## src/hw/ssg_pkg.sv

```systemverilog
/*
 Constants, states and register map of the spindle stop and ready gate.
 Assumes a single 40 MHz clock and an AXI4-Lite register bus.
*/
// Behaviour
// RULE1: Operable only while emergency stop input high
// RULE2: Stop input low: contactor off, motor held
// RULE3: Stop while turning: ramp down, then contactor off
// RULE4: Stop released: rotate on any rotation command (the gate rotates only while exactly one of rotate_fwd and rotate_rev is high)
// RULE5: Controller clears commands when asserting stop (the model clears only rotate_fwd and rotate_rev, not orientation_command)
// RULE6: Ready mode zero ignores machine ready input
// RULE7: Ready mode one: machine ready low removes excitation
// RULE8: Machine ready low releases orientation hold
// RULE9: Machine ready high again re-enters orientation hold
// RULE10: Ready toggling never starts a new orientation
package ssg_pkg;
   localparam int unsigned CLK_PERIOD_NS  = 25;
   localparam int unsigned ORIENT_TIME_NS = 100000;
   localparam int unsigned ORIENT_CYC     = ORIENT_TIME_NS / CLK_PERIOD_NS;
   localparam int unsigned RAMP_TICK_NS   = 1000;
   localparam int unsigned RAMP_TICK_CYC  = RAMP_TICK_NS / CLK_PERIOD_NS;
   localparam int unsigned SPEED_W        = 16;
   localparam logic [15:0] RAMP_STEP      = 16'h0001;

   localparam logic [3:0] REG_CTRL      = 4'h0;
   localparam logic [3:0] REG_SPEED_CMD = 4'h4;
   localparam logic [3:0] REG_STATUS    = 4'h8;
   localparam logic [3:0] REG_SPEED     = 4'hc;

   localparam int unsigned CTRL_READY_MODE = 0;
   localparam logic        CTRL_RESET      = 1'b0;
   localparam logic [15:0] SPEED_CMD_RESET = 16'h0000;

   localparam int unsigned ST_CONTACTOR_OFF = 0;
   localparam int unsigned ST_EXCITATION    = 1;
   localparam int unsigned ST_ORIENT_HOLD   = 2;
   localparam int unsigned ST_ORIENT_DONE   = 3;
   localparam int unsigned ST_ORIENT_BUSY   = 4;
   localparam int unsigned ST_STATE_LSB     = 5;

   localparam logic [1:0] RESP_OKAY   = 2'h0;
   localparam logic [1:0] RESP_SLVERR = 2'h2;

   typedef enum logic [1:0] {
      SSG_OFF   = 2'b00,
      SSG_RUN   = 2'b01,
      SSG_DECEL = 2'b10
   } ssg_state_t;
endpackage

```

## src/hw/ssg_gate.sv

```systemverilog
/*
 Spindle stop and ready gate with AXI4-Lite registers.
 Assumes controller command pins are synchronous to aclk.
*/
`timescale 1ns/100ps
`default_nettype none
module ssg_gate #(
   parameter int unsigned ORIENT_CYC = ssg_pkg::ORIENT_CYC,
   parameter int unsigned TICK_DIV   = ssg_pkg::RAMP_TICK_CYC
) (
   input  wire logic        aclk,
   input  wire logic        aresetn,
   input  wire logic [31:0] s_axi_awaddr,
   input  wire logic        s_axi_awvalid,
   output logic             s_axi_awready,
   input  wire logic [31:0] s_axi_wdata,
   input  wire logic [3:0]  s_axi_wstrb,
   input  wire logic        s_axi_wvalid,
   output logic             s_axi_wready,
   output logic [1:0]       s_axi_bresp,
   output logic             s_axi_bvalid,
   input  wire logic        s_axi_bready,
   input  wire logic [31:0] s_axi_araddr,
   input  wire logic        s_axi_arvalid,
   output logic             s_axi_arready,
   output logic [31:0]      s_axi_rdata,
   output logic [1:0]       s_axi_rresp,
   output logic             s_axi_rvalid,
   input  wire logic        s_axi_rready,
   input  wire logic        emergency_stop_n,
   input  wire logic        machine_ready,
   input  wire logic        orientation_command,
   input  wire logic        rotate_fwd,
   input  wire logic        rotate_rev,
   output logic             contactor_off,
   output logic             excitation,
   output logic             orient_hold,
   output logic             orient_done,
   output logic [15:0]      motor_speed
);
   if (ORIENT_CYC < 1 || ORIENT_CYC > 65535) begin : g_bad_orient
      $error("ssg_gate: ORIENT_CYC out of range");
   end

   ////////////////////////////////////////////////////////////////////////
   // Registers and bus state
   logic               ready_mode_q;
   logic [15:0]        speed_cmd_q;
   logic               aw_have_q;
   logic               w_have_q;
   logic [3:0]         waddr_q;
   logic [31:0]        wdata_q;
   logic [3:0]         wstrb_q;
   ssg_pkg::ssg_state_t st_q;
   ssg_pkg::ssg_state_t st_d;
   logic               orient_busy_q;
   logic [15:0]        orient_cnt_q;
   logic               tick;
   logic [15:0]        target;
   logic               gate_ok;
   logic               operable;
   logic               speed_zero;

   function automatic logic mapped(input logic [3:0] a);
      mapped = (a == ssg_pkg::REG_CTRL) || (a == ssg_pkg::REG_SPEED_CMD) ||
               (a == ssg_pkg::REG_STATUS) || (a == ssg_pkg::REG_SPEED);
   endfunction

   function automatic logic word_addr_ok(input logic [31:0] a);
      word_addr_ok = (a[31:4] == 28'h0000000) && mapped(a[3:0]);
   endfunction

   ////////////////////////////////////////////////////////////////////////
   // AXI4-Lite write channel
   always_ff @(posedge aclk) begin
      if (!aresetn) begin
         s_axi_awready <= 1'b0;
         aw_have_q     <= 1'b0;
         waddr_q       <= 4'h0;
      end else if (s_axi_awvalid && s_axi_awready) begin
         s_axi_awready <= 1'b0;
         aw_have_q     <= 1'b1;
         waddr_q       <= word_addr_ok(s_axi_awaddr) ? s_axi_awaddr[3:0] : 4'h1;
      end else if (aw_have_q && w_have_q && !s_axi_bvalid) begin
         aw_have_q     <= 1'b0;
      end else if (!aw_have_q && !s_axi_bvalid) begin
         s_axi_awready <= 1'b1;
      end
   end

   always_ff @(posedge aclk) begin
      if (!aresetn) begin
         s_axi_wready <= 1'b0;
         w_have_q     <= 1'b0;
         wdata_q      <= 32'h00000000;
         wstrb_q      <= 4'h0;
      end else if (s_axi_wvalid && s_axi_wready) begin
         s_axi_wready <= 1'b0;
         w_have_q     <= 1'b1;
         wdata_q      <= s_axi_wdata;
         wstrb_q      <= s_axi_wstrb;
      end else if (aw_have_q && w_have_q && !s_axi_bvalid) begin
         w_have_q     <= 1'b0;
      end else if (!w_have_q && !s_axi_bvalid) begin
         s_axi_wready <= 1'b1;
      end
   end

   // Response only after both halves, so address and data may come in any order
   always_ff @(posedge aclk) begin
      if (!aresetn) begin
         s_axi_bvalid <= 1'b0;
         s_axi_bresp  <= ssg_pkg::RESP_OKAY;
      end else if (aw_have_q && w_have_q && !s_axi_bvalid) begin
         s_axi_bvalid <= 1'b1;
         s_axi_bresp  <= mapped(waddr_q) ? ssg_pkg::RESP_OKAY : ssg_pkg::RESP_SLVERR;
      end else if (s_axi_bready) begin
         s_axi_bvalid <= 1'b0;
      end
   end

   always_ff @(posedge aclk) begin
      if (!aresetn) begin
         ready_mode_q <= ssg_pkg::CTRL_RESET;
         speed_cmd_q  <= ssg_pkg::SPEED_CMD_RESET;
      end else if (aw_have_q && w_have_q && !s_axi_bvalid) begin
         if (waddr_q == ssg_pkg::REG_CTRL && wstrb_q[0]) begin
            ready_mode_q <= wdata_q[ssg_pkg::CTRL_READY_MODE];
         end
         if (waddr_q == ssg_pkg::REG_SPEED_CMD) begin
            if (wstrb_q[0]) begin
               speed_cmd_q[7:0] <= wdata_q[7:0];
            end
            if (wstrb_q[1]) begin
               speed_cmd_q[15:8] <= wdata_q[15:8];
            end
         end
      end
   end

   ////////////////////////////////////////////////////////////////////////
   // AXI4-Lite read channel
   always_ff @(posedge aclk) begin
      if (!aresetn) begin
         s_axi_arready <= 1'b0;
         s_axi_rvalid  <= 1'b0;
         s_axi_rdata   <= 32'h00000000;
         s_axi_rresp   <= ssg_pkg::RESP_OKAY;
      end else if (s_axi_arvalid && s_axi_arready) begin
         s_axi_arready <= 1'b0;
         s_axi_rvalid  <= 1'b1;
         s_axi_rresp   <= word_addr_ok(s_axi_araddr) ? ssg_pkg::RESP_OKAY : ssg_pkg::RESP_SLVERR;
         s_axi_rdata   <= 32'h00000000;
         if (word_addr_ok(s_axi_araddr)) begin
            case (s_axi_araddr[3:0])
               ssg_pkg::REG_CTRL: begin
                  s_axi_rdata[ssg_pkg::CTRL_READY_MODE] <= ready_mode_q;
               end
               ssg_pkg::REG_SPEED_CMD: begin
                  s_axi_rdata[15:0] <= speed_cmd_q;
               end
               ssg_pkg::REG_STATUS: begin
                  s_axi_rdata[ssg_pkg::ST_CONTACTOR_OFF] <= contactor_off;
                  s_axi_rdata[ssg_pkg::ST_EXCITATION]    <= excitation;
                  s_axi_rdata[ssg_pkg::ST_ORIENT_HOLD]   <= orient_hold;
                  s_axi_rdata[ssg_pkg::ST_ORIENT_DONE]   <= orient_done;
                  s_axi_rdata[ssg_pkg::ST_ORIENT_BUSY]   <= orient_busy_q;
                  s_axi_rdata[ssg_pkg::ST_STATE_LSB +: 2] <= st_q;
               end
               ssg_pkg::REG_SPEED: begin
                  s_axi_rdata[15:0] <= motor_speed;
               end
               default: begin
                  s_axi_rdata <= 32'h00000000;
               end
            endcase
         end
      end else if (s_axi_rvalid && s_axi_rready) begin
         s_axi_rvalid  <= 1'b0;
      end else if (!s_axi_rvalid) begin
         s_axi_arready <= 1'b1;
      end
   end

   ////////////////////////////////////////////////////////////////////////
   // Enable gating
   // RULE6: ready ignored in mode zero
   assign gate_ok    = !ready_mode_q || machine_ready;
   // RULE1: operable needs stop high
   assign operable   = emergency_stop_n && gate_ok;
   assign speed_zero = (motor_speed == 16'h0000);

   always_comb begin
      st_d = st_q;
      case (st_q)
         ssg_pkg::SSG_OFF: begin
            // RULE4: release makes rotatable
            if (emergency_stop_n) begin
               st_d = ssg_pkg::SSG_RUN;
            end
         end
         ssg_pkg::SSG_RUN: begin
            // RULE3: decelerate before contactor off
            if (!emergency_stop_n) begin
               st_d = speed_zero ? ssg_pkg::SSG_OFF : ssg_pkg::SSG_DECEL;
            end
         end
         ssg_pkg::SSG_DECEL: begin
            if (speed_zero) begin
               st_d = ssg_pkg::SSG_OFF;
            end
         end
         default: begin
            st_d = ssg_pkg::SSG_OFF;
         end
      endcase
   end

   always_ff @(posedge aclk) begin
      if (!aresetn) begin
         st_q          <= ssg_pkg::SSG_OFF;
         contactor_off <= 1'b1;
      end else begin
         st_q          <= st_d;
         // RULE2: contactor off only in the off state, kept on through decel
         contactor_off <= (st_d == ssg_pkg::SSG_OFF);
      end
   end

   // Excitation kept through decel while gate_ok, so the stop is braked, not coasted
   always_ff @(posedge aclk) begin
      if (!aresetn) begin
         excitation <= 1'b0;
      end else begin
         // RULE7: ready low cuts excitation
         // Next state, so the run-to-decel edge leaves no one-cycle gap
         excitation <= ((st_d == ssg_pkg::SSG_RUN) && operable) ||
                       ((st_d == ssg_pkg::SSG_DECEL) && gate_ok);
      end
   end

   // RULE4: exactly one rotation command (fwd xor rev) starts
   assign target = ((st_q == ssg_pkg::SSG_RUN) && operable && !orient_busy_q &&
                    !orient_hold && (rotate_fwd ^ rotate_rev)) ? speed_cmd_q : 16'h0000;

   ssg_tick #(
      .DIV (TICK_DIV)
   ) u_tick (
      .aclk    (aclk),
      .aresetn (aresetn),
      .tick    (tick)
   );

   ssg_ramp #(
      .W (ssg_pkg::SPEED_W)
   ) u_ramp (
      .aclk    (aclk),
      .aresetn (aresetn),
      .tick    (tick),
      .target  (target),
      .speed_q (motor_speed)
   );

   ////////////////////////////////////////////////////////////////////////
   // Orientation
   // RULE10: move only while not already done
   always_ff @(posedge aclk) begin
      if (!aresetn) begin
         orient_busy_q <= 1'b0;
         orient_cnt_q  <= 16'h0000;
      end else if (!orientation_command || !operable || st_q != ssg_pkg::SSG_RUN) begin
         orient_busy_q <= 1'b0;
         orient_cnt_q  <= 16'h0000;
      end else if (orient_busy_q) begin
         orient_cnt_q  <= orient_cnt_q + 16'h0001;
         if (orient_cnt_q == 16'(ORIENT_CYC - 1)) begin
            orient_busy_q <= 1'b0;
         end
      end else if (!orient_done) begin
         orient_busy_q <= 1'b1;
         orient_cnt_q  <= 16'h0000;
      end
   end

   // Done survives ready toggling; only the command or a stop clears it
   always_ff @(posedge aclk) begin
      if (!aresetn) begin
         orient_done <= 1'b0;
      end else if (!orientation_command || !emergency_stop_n) begin
         orient_done <= 1'b0;
      end else if (orient_busy_q && orient_cnt_q == 16'(ORIENT_CYC - 1) && operable) begin
         orient_done <= 1'b1;
      end
   end

   always_ff @(posedge aclk) begin
      if (!aresetn) begin
         orient_hold <= 1'b0;
      end else if (!orientation_command || !emergency_stop_n) begin
         orient_hold <= 1'b0;
      // RULE8: ready low releases hold
      end else if (!gate_ok) begin
         orient_hold <= 1'b0;
      // RULE9: ready high re-enters hold
      end else if (orient_done || (orient_busy_q && orient_cnt_q == 16'(ORIENT_CYC - 1))) begin
         orient_hold <= 1'b1;
      end
   end
endmodule // ssg_gate
`default_nettype wire

```

## src/hw/ssg_tick.sv

```systemverilog
/*
 Divider giving a one-cycle enable pulse every DIV clocks.
 Assumes the single system clock and synchronous low reset.
*/
`timescale 1ns/100ps
`default_nettype none
module ssg_tick #(
   parameter int unsigned DIV = ssg_pkg::RAMP_TICK_CYC
) (
   input  wire logic aclk,
   input  wire logic aresetn,
   output logic      tick
);
   if (DIV < 1 || DIV > 65535) begin : g_bad_div
      $error("ssg_tick: DIV out of range");
   end

   logic [15:0] cnt_q;

   always_ff @(posedge aclk) begin
      if (!aresetn) begin
         cnt_q <= 16'h0000;
         tick  <= 1'b0;
      end else if (cnt_q == 16'(DIV - 1)) begin
         cnt_q <= 16'h0000;
         tick  <= 1'b1;
      end else begin
         cnt_q <= cnt_q + 16'h0001;
         tick  <= 1'b0;
      end
   end
endmodule // ssg_tick
`default_nettype wire

```

## src/hw/ssg_ramp.sv

```systemverilog
/*
 Speed ramp: moves the speed one step toward the target on each tick.
 Assumes tick is a one-cycle enable from the divider.
*/
`timescale 1ns/100ps
`default_nettype none
module ssg_ramp #(
   parameter int unsigned W = ssg_pkg::SPEED_W
) (
   input  wire logic         aclk,
   input  wire logic         aresetn,
   input  wire logic         tick,
   input  wire logic [W-1:0] target,
   output logic      [W-1:0] speed_q
);
   if (W < 2 || W > 16) begin : g_bad_w
      $error("ssg_ramp: W out of range");
   end

   localparam logic [W-1:0] STEP = W'(ssg_pkg::RAMP_STEP);

   always_ff @(posedge aclk) begin
      if (!aresetn) begin
         speed_q <= '0;
      end else if (tick) begin
         if (speed_q < target) begin
            speed_q <= (target - speed_q < STEP) ? target : speed_q + STEP;
         end else if (speed_q > target) begin
            speed_q <= (speed_q - target < STEP) ? target : speed_q - STEP;
         end
      end
   end
endmodule // ssg_ramp
`default_nettype wire

```

## config.mk

```make
export PLATFORM = sky130hd
export DESIGN_NAME = ssg_gate
export DESIGN_NICKNAME = d
export VERILOG_FILES = /design/src/hw/ssg_pkg.sv /design/src/hw/ssg_gate.sv /design/src/hw/ssg_tick.sv /design/src/hw/ssg_ramp.sv
export SDC_FILE = /design/constraint.sdc
export NUM_CORES = 1
export LEC_CHECK = 0
export ABC_AREA = 0
export BUFFER_PORTS_ARGS = -buffer_cell sky130_fd_sc_hd__buf_4
export CAP_MARGIN = 5
export CORE_UTILIZATION = 60
export DETAILED_ROUTE_END_ITERATION = 10
export HOLD_SLACK_MARGIN = 0.1
export PLACE_DENSITY_LB_ADDON = 0.12
export SLEW_MARGIN = 40
export SYNTH_ARGS = -nofsm -noshare
export SYNTH_HDL_FRONTEND = slang
export SYNTH_SLANG_ARGS = --single-unit
```

## constraint.sdc

```tcl
create_clock -name aclk -period 7 [get_ports aclk]
set_clock_uncertainty 0.15 [all_clocks]
set_input_delay 0.7 -clock aclk [delete_from_list [all_inputs] [get_ports aclk]]
set_output_delay 0.7 -clock aclk [all_outputs]
set_load 0.01 [all_outputs]
```

Yosys cells after proc, flatten, opt, wreduce, memory -nomap -nowiden

Cells that the tools add are included.

Bitwise gates (word level): 6
Reduce and logical (&&, ||, !) cells: 71
Equality and inequality tests: 17
Muxes and demuxes: 30
Add/subtract/negate cells: 6
Magnitude comparators: 4

Operators with widths:

| operator                                                                       | count |
|---|---|
| 16-bit two-way mux                                                             | 8 |
| 28-bit logical NOT                                                             | 2 |
| 16-bit by 1-bit adder with 16-bit output (second input constant)               | 3 |
| 16-bit by 1-bit less-than comparator with 1-bit output (second input constant) | 2 |
| 16-bit subtractor                                                              | 2 |
| 4-bit == test (second input constant)                                          | 6 |
| 1-bit logical AND                                                              | 20 |
| 6-bit case mux with 3 select lines                                             | 1 |
| 9-bit case mux with 2 select lines                                             | 1 |
| 16-bit by 12-bit == test with 1-bit output (second input constant)             | 1 |
| 16-bit by 6-bit == test with 1-bit output (second input constant)              | 1 |
| 16-bit > comparator                                                            | 1 |
| 16-bit logical NOT                                                             | 1 |
| 16-bit less-than comparator                                                    | 1 |
| 16-bit by 1-bit subtractor with 16-bit output (second input constant)          | 1 |
| 1-bit logical OR                                                               | 15 |
| 4-bit by 3-bit == test with 1-bit output (second input constant)               | 3 |
| 4-bit logical NOT                                                              | 3 |
| 2-bit two-way mux                                                              | 6 |
| 2-bit OR reduction                                                             | 6 |
| 1-bit two-way mux                                                              | 11 |
| 2-bit AND reduction                                                            | 5 |
| 2-bit nonzero test                                                             | 5 |
| 1-bit logical NOT                                                              | 9 |
| other kinds (11)                                                               | 20 |

Output and inout bits: 61
Flip-flop bits (word level): 138
Logic and storage cells: 160
Bits of input ports: 112

Depth between registers and ports, before layout

Word-level depth: 13
Gate-level depth with buffers: 18
Gate-level depth less buffers: 16

Cells and area by module

From an unflattened synthesis, not the netlist that was laid out.

Cell total of the unflattened synthesis: 1023
Area, all modules: 8336.7 sq um

Modules (own cells, without submodules):

| module   | seq. area each (sq um) | times used | area an instance (sq um) | cells each |
|---|---|---|---|---|
| ssg_gate | 1741.7                 | 1          | 4124.0                   | 468 |
| ssg_ramp | 320.3                  | 1          | 3422.0                   | 473 |
| ssg_tick | 340.3                  | 1          | 790.8                    | 82 |

Worst setup path after synthesis

OpenSTA, ideal clock, no wires.

Path kind: input port to flip-flop
Start: in rotate_fwd
End: reg u_ramp.speed_q[14]
Arrival time: 4.511 ns
Path buffers: 2
Setup slack: 2.253 ns
Stages: 15
Required time: 6.764 ns
Library setup time: 0.086 ns
Cells stage by stage: xnor2_1 -> nor4_1 -> clkbuf_1 -> nand2_1 -> ha_1 -> inv_1 -> a221o_1 -> nor4_2 -> o2111ai_1 -> a2111o_1 -> nor4_4 -> buf_6 -> mux2i_1 -> nor3_1 -> a211oi_1

Longest elaborated chain between the ends: 8
Elaborated cells on any way between the ends: 15
Those cells by class: 2 x add/sub; 4 x order compare; 5 x mux; 1 x bitwise; 3 x reduce/logical

Ends and longest elaborated chain:

| item                                                   | RTL line        | text |
|---|---|---|
| start: declaration                                     | ssg_gate.sv:33  | `input wire logic rotate_fwd,` |
| 1-bit bitwise XOR *                                    | ssg_gate.sv:244 | `!orient_hold && (rotate_fwd ^ rotate_rev)) ? speed_cmd_q : 16'h0000;` |
| 1-bit logical AND *                                    | ssg_gate.sv:244 |  |
| 16-bit two-way mux *                                   | ssg_gate.sv:244 |  |
| 16-bit subtractor                                      | ssg_ramp.sv:29  | `speed_q <= (speed_q - target < STEP) ? target : speed_q - STEP;` |
| 16-bit by 1-bit less-than comparator with 1-bit output | ssg_ramp.sv:29  |  |
| 16-bit two-way mux                                     | ssg_ramp.sv:29  |  |
| 16-bit two-way mux                                     | ssg_ramp.sv:28  | `end else if (speed_q > target) begin` |
| 16-bit two-way mux                                     | ssg_ramp.sv:26  | `if (speed_q < target) begin` |
| end signal: assignment                                 | ssg_ramp.sv:27  | `speed_q <= (target - speed_q < STEP) ? target : speed_q + STEP;` |
| end signal: assignment                                 | ssg_ramp.sv:29  |  |
| end: declaration                                       | ssg_ramp.sv:14  | `output logic [W-1:0] speed_q` |

Every way passes the cells marked *; elsewhere a longest branch is shown, timed or not. The select of a mux whose other input is x is not followed.
A chain may end at the register's enable or synchronous reset.

Worst setup path after layout

Start: reg ready_mode_q
End: reg u_ramp.speed_q[5]

Longest elaborated chain between the ends: 13
Elaborated cells on any way between the ends: 20
Those cells by class: 2 x add/sub; 4 x order compare; 5 x mux; 9 x reduce/logical

Ends and longest elaborated chain:

| item                                                   | RTL line        | text |
|---|---|---|
| start: declaration                                     | ssg_gate.sv:47  | `logic ready_mode_q;` |
| start signal: assignment                               | ssg_gate.sv:124 | `ready_mode_q <= ssg_pkg::CTRL_RESET;` |
| start signal: assignment                               | ssg_gate.sv:128 | `ready_mode_q <= wdata_q[ssg_pkg::CTRL_READY_MODE];` |
| 1-bit logical NOT *                                    | ssg_gate.sv:188 | `assign gate_ok = !ready_mode_q \|\| machine_ready;` |
| 1-bit logical OR *                                     | ssg_gate.sv:188 |  |
| 1-bit logical AND *                                    | ssg_gate.sv:190 | `assign operable = emergency_stop_n && gate_ok;` |
| 1-bit logical AND * (3 in a row)                       | ssg_gate.sv:243 | `assign target = ((st_q == ssg_pkg::SSG_RUN) && operable && !orient_busy_q &&` |
| 1-bit logical AND *                                    | ssg_gate.sv:244 |  |
| 16-bit two-way mux *                                   | ssg_gate.sv:244 |  |
| 16-bit subtractor                                      | ssg_ramp.sv:29  |  |
| 16-bit by 1-bit less-than comparator with 1-bit output | ssg_ramp.sv:29  |  |
| 16-bit two-way mux                                     | ssg_ramp.sv:29  |  |
| 16-bit two-way mux                                     | ssg_ramp.sv:28  |  |
| 16-bit two-way mux                                     | ssg_ramp.sv:26  |  |

Marks and branches as above.

==> flow_summary.yaml <==
setup_path:
  r2r-end: "u_ramp.speed_q[5]$_SDFFE_PN0P_"
  rr_worst_depth: 16
  end_kind: "flop"
  worstSetupStartpointType: "flop"
  r2r-start: "ready_mode_q$_SDFFE_PN0P_"
  cp.required_ns: 7.15
  arrival_ns: 5.21
  path_max_fanout: 16
  crit_type: "flop to flop"
  rrSetupSlack_ns: 1.94
cts:
  path_clk_slew_ns: 0.06
  tritoncts: "built"
  htreeDepth: 4
  post_cts_buffers: 0
  postCtsResizedCells: 0
  cts.path.max_buffers: 2
  cts.sinks: 120
  cts-root-buf: "clkbuf_16"
  hold_buffers: 0
  clk_latency_ns: 0.42
  cts_made_buffers: 17
timing:
  timing.final.crit_share_pct: 72.3
  hold_violations: 0
  maxSlewViolCount: 0
  setup_viol: 0
  hold_ws_ns: 0.303
  fin_crit_ns: 5.06
  rsz0062_at_grt: "no"
  relSlewSlack_pct: 47.0
  clock.fmax_ghz: 0.198
  worst_pin_slew_ns: 0.795
  finalSetupTns_ns: 0
cells_and_area:
  layoutNonFillerInstCount: 1364
  drive_above_1_share_pct: 17.2
  diodes: 0
  layout.nets: 1326
  syn2layout_area_growth_pct: 20.0
yosys:
  yosys_warnings: 0
  syn_area_um2: 8150
  postSynthCellCount: 1062
  async_flop_share_pct: 0
  syn_area_per_cell_um2: 7.67
  synth_edf_count: 0
  ys_types: 80
  ys.flop_type: "dfxtp_1"
  ys_seq_area_share_pct: 29.5
  synth.ff_latch_count: 120
global_route:
  grt_usage_pct: 35.8
  grt_pass1_wl_um: 40000
  gr-total-overflow: 0
  antenna_found_initial: 0
  grt_pass1_vias: 7992
  grt_max_degree: 74
drt:
  routed_wirelength_um: 25000
  dr.pass1.iters: 7
  routed.top_layer: "met4"
  wl_met3_um: 1900
  num_vias: 8547
  drc: 0
  drtIter0Drc: 957
  dr_wl_met2_um: 12000
  viasPerCell: 6.27
  met1_length_um: 10100
  wl_per_cell_um: 18.3
  route.antenna.remaining_nets: 0
floorplan:
  dieArea_um2: 14000
  row_count: 42
  initial_core_util_pct: 61.5
  die_w_um: 119
  core-area_um2: 13200
  ios: 173
  die_h_um: 119
flow_run:
  cap_violations: 0
worst_hold_path:
  min_to: "wdata_q[14]$_SDFFE_PN0P_"
  hp-class: "flop to flop"
  hold_start: "wdata_q[14]$_SDFFE_PN0P_"
  min_delay_path_depth: 2
pwr:
  power.static_leakage_nw: 4.21
  p_per_area_nw_per_um2: 204
  peakVddDrop_v: 0.000175
place:
  io_buffers: 136
  dp_hpwl_um: 18400
  place_inst: 1333
  place_congestion: 1.02
status:
  outcome: "finished clean"
## per-stage QoR
stage | instance area (um^2) | util (%) | power [mW] | setup slack, ns
after floorplan | 8210 | - | 0.964 | 2.25
after global placement | 9150 | 69.1 | 1.07 | 1.67
after detailed placement | 9150 | 69.1 | 1.07 | 1.69
after CTS | 9770 | 73.8 | 1.99 | 2.09
after global routing | 9770 | 73.8 | 2.05 | 1.74
final | 9770 | 73.8 | 1.99 | 1.94
## sequential cells by signal, indices dropped and copies added (netlist names), 2 cells and up
name / flops
orient_cnt_q: 16
s_axi_rdata: 16
speed_cmd_q: 16
st_q: 2
u_ramp.speed_q: 16
u_tick.cnt_q: 16
waddr_q: 4
wdata_q: 16
wstrb_q: 2
## final cells by class
cell class	count	area, um^2
clock inverters	11	174
multi-input cells	848	5290
flip-flops and latches	120	2400
clock buffers	20	447
repair buffers	143	1070
inverters	46	173
well taps	176	220
fillers	1080	3470
## placed cells by master (no fill, tap or decap), drive strengths merged, types with 5 or more instances in the layout
| cell type | netlist | layout |
|---|---|---|
| buf | 32 | 143 |
| nor2 | 138 | 138 |
| nand2 | 127 | 127 |
| dfxtp | 120 | 120 |
| a21oi | 89 | 89 |
| inv | 46 | 46 |
| mux2i | 37 | 37 |
| ha | 37 | 37 |
| o21ai | 37 | 37 |
| nor4 | 36 | 36 |
| nor3 | 31 | 31 |
| nand4 | 28 | 28 |
| nand3 | 27 | 27 |
| xnor2 | 22 | 22 |
| clkbuf | 33 | 20 |
| xor2 | 18 | 18 |
| conb | 1 | 18 |
| a211oi | 15 | 15 |
| and3 | 14 | 14 |
| o211ai | 13 | 13 |
| a22oi | 12 | 12 |
| nand2b | 11 | 11 |
| a21o | 11 | 11 |
| or3 | 9 | 9 |
| a221oi | 8 | 8 |
| nor2b | 7 | 7 |
| mux2 | 7 | 7 |
| o22ai | 6 | 6 |
| a2111oi | 6 | 6 |
| o221ai | 5 | 5 |
| o2111ai | 5 | 5 |
| a31oi | 5 | 5 |
| and2 | 5 | 5 |
## critical path, cell delays in order (launching register included)
cell and delay, ns:
dfxtp_1 0.37, nor2b_1 0.40, nor4_2 0.10, buf_4 0.21, nand2_1 0.19, inv_1 0.07
ha_1 0.67, nand2_1 0.24, nor3_1 0.37, o21ai_0 0.18, mux2i_1 0.23, or3b_4 0.41
nor4_4 0.26, buf_4 0.25, a32o_1 0.39, a221oi_1 0.15, a211o_1 0.28
## worst max path at each step
stage	startpoint	end	depth (start not counted)
2_1_floorplan	rotate_fwd	u_ramp.speed_q[14]$_SDFFE_PN0P_	15
3_3_place_gp	machine_ready	u_ramp.speed_q[5]$_SDFFE_PN0P_	17
3_5_place_dp	machine_ready	u_ramp.speed_q[5]$_SDFFE_PN0P_	17
4_1_cts	ready_mode_q$_SDFFE_PN0P_	u_ramp.speed_q[5]$_SDFFE_PN0P_	16
5_1_grt	ready_mode_q$_SDFFE_PN0P_	u_ramp.speed_q[5]$_SDFFE_PN0P_	16
6_report	ready_mode_q$_SDFFE_PN0P_	u_ramp.speed_q[5]$_SDFFE_PN0P_	16
## Yosys cell counts (6+ instances only)
master / number / area, um^2
a211oi_1: 14 / 105
nand4_1: 28 / 175
or3_1: 9 / 56.3
and3_1: 14 / 87.6
o22ai_1: 6 / 37.5
dfxtp_1: 120 / 2400
nor4_1: 32 / 200
mux2_2: 7 / 78.8
mux2i_1: 37 / 370
clkbuf_1: 33 / 124
buf_2: 7 / 35.0
a2111oi_0: 6 / 52.6
a21o_1: 11 / 82.6
buf_4: 18 / 135
o21ai_0: 33 / 165
inv_1: 45 / 169
nor2b_1: 7 / 43.8
a21oi_1: 88 / 440
nand2b_1: 11 / 68.8
a22oi_1: 12 / 90.1
nor3_1: 31 / 155
nand3_1: 27 / 135
xor2_1: 18 / 158
nand2_1: 126 / 473
xnor2_1: 22 / 193
o211ai_1: 13 / 97.6
ha_1: 37 / 463
nor2_1: 136 / 510
## report_power, final
group          total (mW)  leakage [nW]  switching, mW  internal [mW]
logic               0.356          2.95          0.211          0.145
registers           0.708         0.971         0.0115          0.697
clock network       0.925         0.292          0.322          0.603
total                1.99          4.21          0.544           1.45
## metal layers
metal / global-route usage (%) / up-vias
met1: 44.2 / 3979
met3: 6.47 / 81
met5: 0 / -
met4: 16.3 / 0
li1: - / 4047
met2: 60.5 / 440
## cell families after synthesis
| logic type | share of synthesized area, % |
|---|---|
| xor+xnor | 4.30 |
| buf+inv | 6.51 |
| simple gates | 27.4 |
| flops | 29.5 |
| fa+ha+maj | 5.93 |
| mux | 5.79 |
| other cells | 0.0460 |
| compound gates | 20.6 |
Note: power is estimated with default switching activity, not from simulation.
